[src/rtl/stc_pkg.sv]
package stc_pkg;

  // Register byte addresses
  localparam logic [31:0] STC_ADDR_CTRL   = 32'hE000E010;
  localparam logic [31:0] STC_ADDR_RELOAD = 32'hE000E014;
  localparam logic [31:0] STC_ADDR_CURR   = 32'hE000E018;
  localparam logic [31:0] STC_ADDR_CALIB  = 32'hE000E01C;
  localparam logic [31:0] STC_ADDR_IRQ_ST = 32'hE000E020;
  localparam logic [31:0] STC_ADDR_IRQ_CL = 32'hE000E024;
  localparam logic [31:0] STC_ADDR_IRQ_EN = 32'hE000E028;

  // Field layout
  localparam int STC_CNT_W         = 24;
  localparam int STC_BIT_ENABLE    = 0;
  localparam int STC_BIT_TICK_IRQ_EN = 1;
  localparam int STC_BIT_CLKSEL    = 2;
  localparam int STC_BIT_ZFLAG     = 16;
  localparam int STC_EVT_W         = 2;
  localparam int STC_EVT_ZERO      = 0;
  localparam int STC_EVT_CURR_CLR  = 1;

  // Reset and fixed values
  localparam logic [31:0] STC_CTRL_RESET  = 32'h00000000;
  localparam logic [23:0] STC_CNT_RESET   = 24'h000000;
  localparam logic [31:0] STC_CALIB_VALUE = 32'h00000004;
  localparam logic [1:0]  STC_EVT_RESET   = 2'h0;

  typedef struct packed {
    logic tick_irq_enable;
    logic enable;
  } stc_ctrl_t;

  localparam stc_ctrl_t STC_CTRL_FIELDS_RESET = '{tick_irq_enable: 1'b0, enable: 1'b0};

endpackage

[src/rtl/stc_counter.sv]
`timescale 1ns/10ps
module stc_counter
  import stc_pkg::*;
#(
  parameter int W = STC_CNT_W
)
(
  // Clock and reset
  input wire logic clk_i,
  input wire logic reset_i,
  // Control
  input wire logic step_i,
  input wire logic clear_i,
  input wire logic [W-1:0] reload_val_i,
  // Status
  output logic [W-1:0] count_o,
  output logic zero_step_o
);

  logic [W-1:0] count_q;
  logic [W-1:0] count_d;

  // Clear wins over a step so a write never raises a zero step
  assign zero_step_o = step_i && !clear_i && (count_q == W'(1));

  always_comb
  begin
    count_d = count_q;
    if (clear_i)
    begin
      count_d = '0;
    end
    else if (step_i)
    begin
      if (count_q == '0)
      begin
        // Zero reload keeps the count parked at zero
        count_d = reload_val_i;
      end
      else
      begin
        count_d = count_q - W'(1);
      end
    end
  end

  always_ff @(posedge clk_i)
  begin
    if (reset_i)
    begin
      count_q <= STC_CNT_RESET;
    end
    else
    begin
      count_q <= count_d;
    end
  end

  assign count_o = count_q;

endmodule

[src/rtl/stc_tick_timer.sv]
// Behaviour
// - While enabled, count down; at zero reload on next edge, continue decrementing.
// - Set the zero-reached flag whenever the count steps to zero.
// - Control bit 16 returns the flag since last read; reading clears it.
// - Reload value zero parks the counter at zero while still enabled.
// - Any current-value write clears the count and the zero-reached flag.
// - After that write reload on the next tick, without an exception request.
// - Current-value read returns the count at the moment of access.
// - Counting stops while the debugger halts the processor.
// - Clock-select bit always reads one; writes to it are ignored.
// - Tick interrupt enable bit gates the exception request.
// - Reload register holds 24 bits, loaded into the count only at zero.
// - The zero event fires only on the step from one to zero; a current-value write sets the clear event.
// - Counting follows the interrupt controller clock and stops when gated.
`timescale 1ns/10ps
module stc_tick_timer
  import stc_pkg::*;
(
  // Clock and reset
  input wire logic clk_i,
  input wire logic reset_i,
  // Register port
  input wire logic [31:0] addr_i,
  input wire logic [31:0] wdata_i,
  input wire logic wr_i,
  input wire logic rd_i,
  output logic [31:0] rdata_o,
  // Core state
  input wire logic debug_halt_i,
  input wire logic irq_clk_en_i,
  // Requests
  output logic tick_req_o,
  output logic irq_o
);

  function automatic logic hit(input logic [31:0] a, input logic [31:0] off);
    hit = (a == off);
  endfunction

  logic wr_ctrl;
  logic rd_ctrl;
  logic wr_reload;
  logic wr_curr;
  logic wr_irq_cl;
  logic wr_irq_en;

  assign wr_ctrl = wr_i && hit(addr_i, STC_ADDR_CTRL);
  assign rd_ctrl = rd_i && hit(addr_i, STC_ADDR_CTRL);
  assign wr_reload = wr_i && hit(addr_i, STC_ADDR_RELOAD);
  assign wr_curr = wr_i && hit(addr_i, STC_ADDR_CURR);
  assign wr_irq_cl = wr_i && hit(addr_i, STC_ADDR_IRQ_CL);
  assign wr_irq_en = wr_i && hit(addr_i, STC_ADDR_IRQ_EN);

  // Register state
  stc_ctrl_t ctrl_q;
  stc_ctrl_t ctrl_d;
  logic [STC_CNT_W-1:0] reload_q;
  logic [STC_CNT_W-1:0] reload_d;
  logic zflag_q;
  logic zflag_d;
  logic [STC_EVT_W-1:0] evt_st_q;
  logic [STC_EVT_W-1:0] evt_st_d;
  logic [STC_EVT_W-1:0] evt_en_q;
  logic [STC_EVT_W-1:0] evt_en_d;
  logic [31:0] rdata_q;
  logic [31:0] rdata_d;
  logic tick_req_q;
  logic tick_req_d;
  logic irq_q;
  logic irq_d;

  logic step;
  logic zero_step;
  logic [STC_CNT_W-1:0] count;
  logic [STC_EVT_W-1:0] evt_set;

  // Debug halt and gated controller clock both freeze the count
  assign step = ctrl_q.enable && !debug_halt_i && irq_clk_en_i;

  stc_counter #(
    .W(STC_CNT_W)
  ) u_counter (
    .clk_i(clk_i),
    .reset_i(reset_i),
    .step_i(step),
    .clear_i(wr_curr),
    .reload_val_i(reload_q),
    .count_o(count),
    .zero_step_o(zero_step)
  );

  always_comb
  begin
    evt_set = '0;
    evt_set[STC_EVT_ZERO] = zero_step;
    evt_set[STC_EVT_CURR_CLR] = wr_curr;
  end

  always_comb
  begin
    ctrl_d = ctrl_q;
    reload_d = reload_q;
    zflag_d = zflag_q;
    evt_en_d = evt_en_q;
    if (wr_ctrl)
    begin
      // Clock select and reserved bits are not stored
      ctrl_d.enable = wdata_i[STC_BIT_ENABLE];
      ctrl_d.tick_irq_enable = wdata_i[STC_BIT_TICK_IRQ_EN];
    end
    if (wr_reload)
    begin
      reload_d = wdata_i[STC_CNT_W-1:0];
    end
    if (wr_irq_en)
    begin
      evt_en_d = wdata_i[STC_EVT_W-1:0];
    end
    // Read or write clears, a fresh zero step wins
    if (rd_ctrl || wr_curr)
    begin
      zflag_d = 1'b0;
    end
    if (zero_step)
    begin
      zflag_d = 1'b1;
    end
    // Set wins over clear for the sticky status
    evt_st_d = (evt_st_q & ~(wr_irq_cl ? wdata_i[STC_EVT_W-1:0] : STC_EVT_RESET)) | evt_set;
  end

  always_comb
  begin
    rdata_d = '0;
    if (rd_i)
    begin
      unique case (1'b1)
        hit(addr_i, STC_ADDR_CTRL):
        begin
          rdata_d[STC_BIT_ENABLE] = ctrl_q.enable;
          rdata_d[STC_BIT_TICK_IRQ_EN] = ctrl_q.tick_irq_enable;
          rdata_d[STC_BIT_CLKSEL] = 1'b1;
          rdata_d[STC_BIT_ZFLAG] = zflag_q;
        end
        hit(addr_i, STC_ADDR_RELOAD):
        begin
          rdata_d[STC_CNT_W-1:0] = reload_q;
        end
        hit(addr_i, STC_ADDR_CURR):
        begin
          rdata_d[STC_CNT_W-1:0] = count;
        end
        hit(addr_i, STC_ADDR_CALIB):
        begin
          rdata_d = STC_CALIB_VALUE;
        end
        hit(addr_i, STC_ADDR_IRQ_ST):
        begin
          rdata_d[STC_EVT_W-1:0] = evt_st_q;
        end
        hit(addr_i, STC_ADDR_IRQ_EN):
        begin
          rdata_d[STC_EVT_W-1:0] = evt_en_q;
        end
        default:
        begin
          rdata_d = '0;
        end
      endcase
    end
  end

  always_comb
  begin
    // Pulse per zero step; the clear-by-write path never reaches it
    tick_req_d = zero_step && ctrl_q.tick_irq_enable;
    irq_d = |(evt_st_q & evt_en_q);
  end

  always_ff @(posedge clk_i)
  begin
    if (reset_i)
    begin
      ctrl_q <= STC_CTRL_FIELDS_RESET;
      reload_q <= STC_CNT_RESET;
      zflag_q <= 1'b0;
      evt_st_q <= STC_EVT_RESET;
      evt_en_q <= STC_EVT_RESET;
      rdata_q <= STC_CTRL_RESET;
      tick_req_q <= 1'b0;
      irq_q <= 1'b0;
    end
    else
    begin
      ctrl_q <= ctrl_d;
      reload_q <= reload_d;
      zflag_q <= zflag_d;
      evt_st_q <= evt_st_d;
      evt_en_q <= evt_en_d;
      rdata_q <= rdata_d;
      tick_req_q <= tick_req_d;
      irq_q <= irq_d;
    end
  end

  assign rdata_o = rdata_q;
  assign tick_req_o = tick_req_q;
  assign irq_o = irq_q;
endmodule

[config.mk]
export PLATFORM = sky130hd
export DESIGN_NAME = stc_tick_timer
export DESIGN_NICKNAME = d
export VERILOG_FILES = /design/src/rtl/stc_pkg.sv /design/src/rtl/stc_counter.sv /design/src/rtl/stc_tick_timer.sv
export SDC_FILE = /design/constraint.sdc
export NUM_CORES = 1
export LEC_CHECK = 0
export BUFFER_PORTS_ARGS = -buffer_cell sky130_fd_sc_hd__buf_2
export CAP_MARGIN = 15
export CORE_UTILIZATION = 45
export CTS_BUF_LIST = sky130_fd_sc_hd__clkbuf_8
export CTS_CLUSTER_DIAMETER = 120
export DETAILED_ROUTE_END_ITERATION = 12
export GPL_TIMING_DRIVEN = 1
export PLACE_DENSITY = 0.69
export SYNTH_ARGS = -nofsm -noshare
export SYNTH_HDL_FRONTEND = slang
export SYNTH_SLANG_ARGS = --single-unit
[constraint.sdc]
create_clock -name clk_i -period 3 [get_ports clk_i]
set_clock_uncertainty 0.05 [all_clocks]
set_input_delay 0.6 -clock clk_i [delete_from_list [all_inputs] [get_ports clk_i]]
set_output_delay 0.6 -clock clk_i [all_outputs]
set_load 0.05 [all_outputs]
==> metrics.yaml <==
first_global_vias: 3624
hold_viol_final: 0
postRouteAntennaNets: 0
cp_slowest_cell: "or4_1"
post-dp-hpwl_mm: 7.678
synth_top_area_cell: "dfxtp_1"
cts.path.max_buffers: 2
maxCapViolCount: 0
overflow: 0
grtUsageTotal_pct: 25.20
yosysUniqueCellTypes: 49
start_util_pct: 46.17
antenna_cells: 0
synth_top_area_share_pct: 42.96
async_flop_share_pct: 0
drt_iter0_drc: 241
area.growth.synth_to_final_pct: 18.73
die_height_um: 93.59
crit_type: "reg -> reg"
cts_tree: "built"
finalSetupViolCount: 0
finish.utilization_pct: 54.82
reg2reg_from: "u_counter.count_o[9]$_SDFFE_PP0P_"
crit_path_end_kind: "flip-flop"
first_pass_iters: 5
clk_latency_ps: 340
finalCritPeriodShare_pct: 84.04
cts_resized: 0
finalSetupTns_ps: 0
crit_chain: "or4_1, or4_4, nor2_1, nand2_1, a31oi_1"
ys.flop_type: "dfxtp_1"
post-cts-setup-buffer-count: 0
slew_violations: 0
synth-seq-cells: 81
cp-start-kind: "flip-flop"
ir_drop_uv: 229.4
slowest_delay_ps: 700
gp_congestion: 0.8454
clk_root_buffer_cell: "clkbuf_8"
use_met1_pct: 32.21
synth_area_leaders: "dfxtp_1, nand3_1, a21oi_1"
layout-drive-gt1-share_pct: 23.51
num_io_pins: 104
fin_crit_ps: 2521
worstMarginPinSlew_ps: 672.2
setup_slack_ps: 478.9
reg2reg_depth: 5
worst_hold_slack_ps: 428.1
max_freq_ghz: 0.3967
rrSetupSlack_ps: 480
antenna_found_initial: 0
routed-via-count: 3914
fin_nets: 620
reg2reg_to: "u_counter.count_o[13]$_SDFFE_PP0P_"
worstPathRequired_ps: 3220
ys_warn_count: 0
avgSynthCellArea_um2: 8.101
vias_per_cell: 5.948
syn_inst: 466
clock_sinks: 81
grt_max_degree: 35
grt_first_pass_wirelength_mm: 17.32
leakage_nw: 1.668
critPathMaxFanout: 9
relSlewSlack_pct: 55.18
syn-cell-area_mm2: 0.003775
coreArea_mm2: 0.008175
use_met2_pct: 41.42
dp_slack_ps: 453.8
synth_edf_count: 0
worst_hold_path_type: "reg -> reg"
grt.met3_usage_pct: 4.228
clkTransAtPathRegs_ps: 80
rsz0062_at_grt: "false"
status: "finished, final reports clean"
rows: 33
min_to: "tick_req_o$_SDFF_PP0_"
numCtsBuffers: 9
die_w_um: 93.59
drc_errors: 0
power_density_mw_per_mm2: 419.4
min_from: "ctrl_q[1]$_SDFFE_PP0P_"
die_area_mm2: 0.008759
busiest_layer: "met2"
ys_seq_area_share_pct: 42.96
totalWireLength_mm: 10.63
postCtsHoldBufs: 0
hold_depth: 2
critPathArrivalTime_ps: 2740
portBuffers: 87
ctsHtreeMaxLevel: 3
post_drt_wl_per_cell_um: 16.16
-- final cells by class --
| class | count | area [µm²] |
|---|---|---|
| clock buffers | 9 | 123.9 |
| clock inverters | 7 | 46.29 |
| fillers | 837 | 3694 |
| inverters | 5 | 18.77 |
| multi-input cells | 344 | 1954 |
| flip-flops and latches | 81 | 1622 |
| well taps | 105 | 131.4 |
| repair buffers | 107 | 585.6 |
-- sequential cells by signal, indices dropped and copies added (netlist names) --
name / count
ctrl_q: 2
evt_en_q: 2
evt_st_q: 2
irq_o: 1
rdata_o: 24
reload_q: 24
tick_req_o: 1
u_counter.count_o: 24
zflag_q: 1
-- kinds of logic after synthesis --
family                     count (synthesis)  share of synthesized area [%]
DFF                                       81                          42.96
other                                      1                        0.09934
buffers and inverters                     48                          6.099
adders and majority gates                  2                         0.6628
and+or+nand+nor                          187                          26.25
muxes                                      5                          1.458
AOI/OAI and AO/OA                        142                          22.47
-- layout by cell type, fill, tap and decap left out, drive strengths merged, types with 2 or more instances in the layout --
cell type,synthesis,layout
nand4,8,8
a31oi,11,11
nand2,22,22
a21oi,43,43
and4,2,2
buf,16,107
o21ai,43,43
and4b,3,3
nor4,10,10
o31ai,5,5
clkbuf,27,9
or3,12,12
dfxtp,81,81
clkinvlp,0,2
nor3,10,10
a2111oi,2,2
nor2,44,44
or2,2,2
a22oi,25,25
clkinv,0,3
a2bb2oi,2,2
nand3,46,46
nor2b,7,7
or4,10,10
and3,4,4
mux2i,4,4
o41ai,3,3
nand2b,2,2
ha,2,2
a211oi,3,3
inv,5,7
conb,1,8
-- through the flow --
step | instance area, µm² | cells | total power, mW
floorplan | 3801 | 473 | 1.156
detailed placement | 4312 | 642 | 1.198
CTS | 4482 | 658 | 1.892
finish | 4482 | 658 | 1.880
global placement | 4312 | 642 | 1.198
global route | 4482 | 658 | 1.944
-- how the worst max path moves through the flow --
stage	startpoint	end	slack, ps
floorplan	addr_i[1]	u_counter.count_o[6]$_SDFFE_PP0P_	520
global placement	addr_i[27]	rdata_o[2]$_SDFF_PP0_	510
detailed placement	addr_i[17]	rdata_o[2]$_SDFF_PP0_	450
CTS	u_counter.count_o[9]$_SDFFE_PP0P_	u_counter.count_o[11]$_SDFFE_PP0P_	510
global route	u_counter.count_o[16]$_SDFFE_PP0P_	u_counter.count_o[23]$_SDFFE_PP0P_	350
finish	u_counter.count_o[9]$_SDFFE_PP0P_	u_counter.count_o[13]$_SDFFE_PP0P_	480
-- power by group --
group	total [mW]	internal, mW	switching [mW]
clock network	0.705	0.299	0.406
registers	1.07	1.07	0.0000000000784
logic	0.100	0.0380	0.0625
total	1.88	1.41	0.469
-- metal layers --
metal	wire [µm]	share of wire (%)	vias up
met1	4631	44	1840
met2	5047	47	169
li1	-	-	1884
met3	700	6.6	21
met4	251	2.4	0
met5	0	0	-
-- cell usage after synthesis (all sizes together) (3+ instances only) --
library cell / number
nand2: 22
clkbuf: 27
o31ai: 5
nor4: 10
nor2: 44
nand4: 8
a31oi: 11
mux2i: 4
nand3: 46
or3: 12
and3: 4
inv: 5
o41ai: 3
a211oi: 3
buf: 16
nor2b: 7
o21ai: 43
dfxtp: 81
a22oi: 25
nor3: 10
and4b: 3
a21oi: 43
or4: 10
-- critical path, delay by kind of cell, from the launching register on --
family / cells / cell delay [ps]
simple gates: 4 / 1850
flops: 1 / 380
compound gates: 1 / 160
Power figures use the tool's default switching activity.
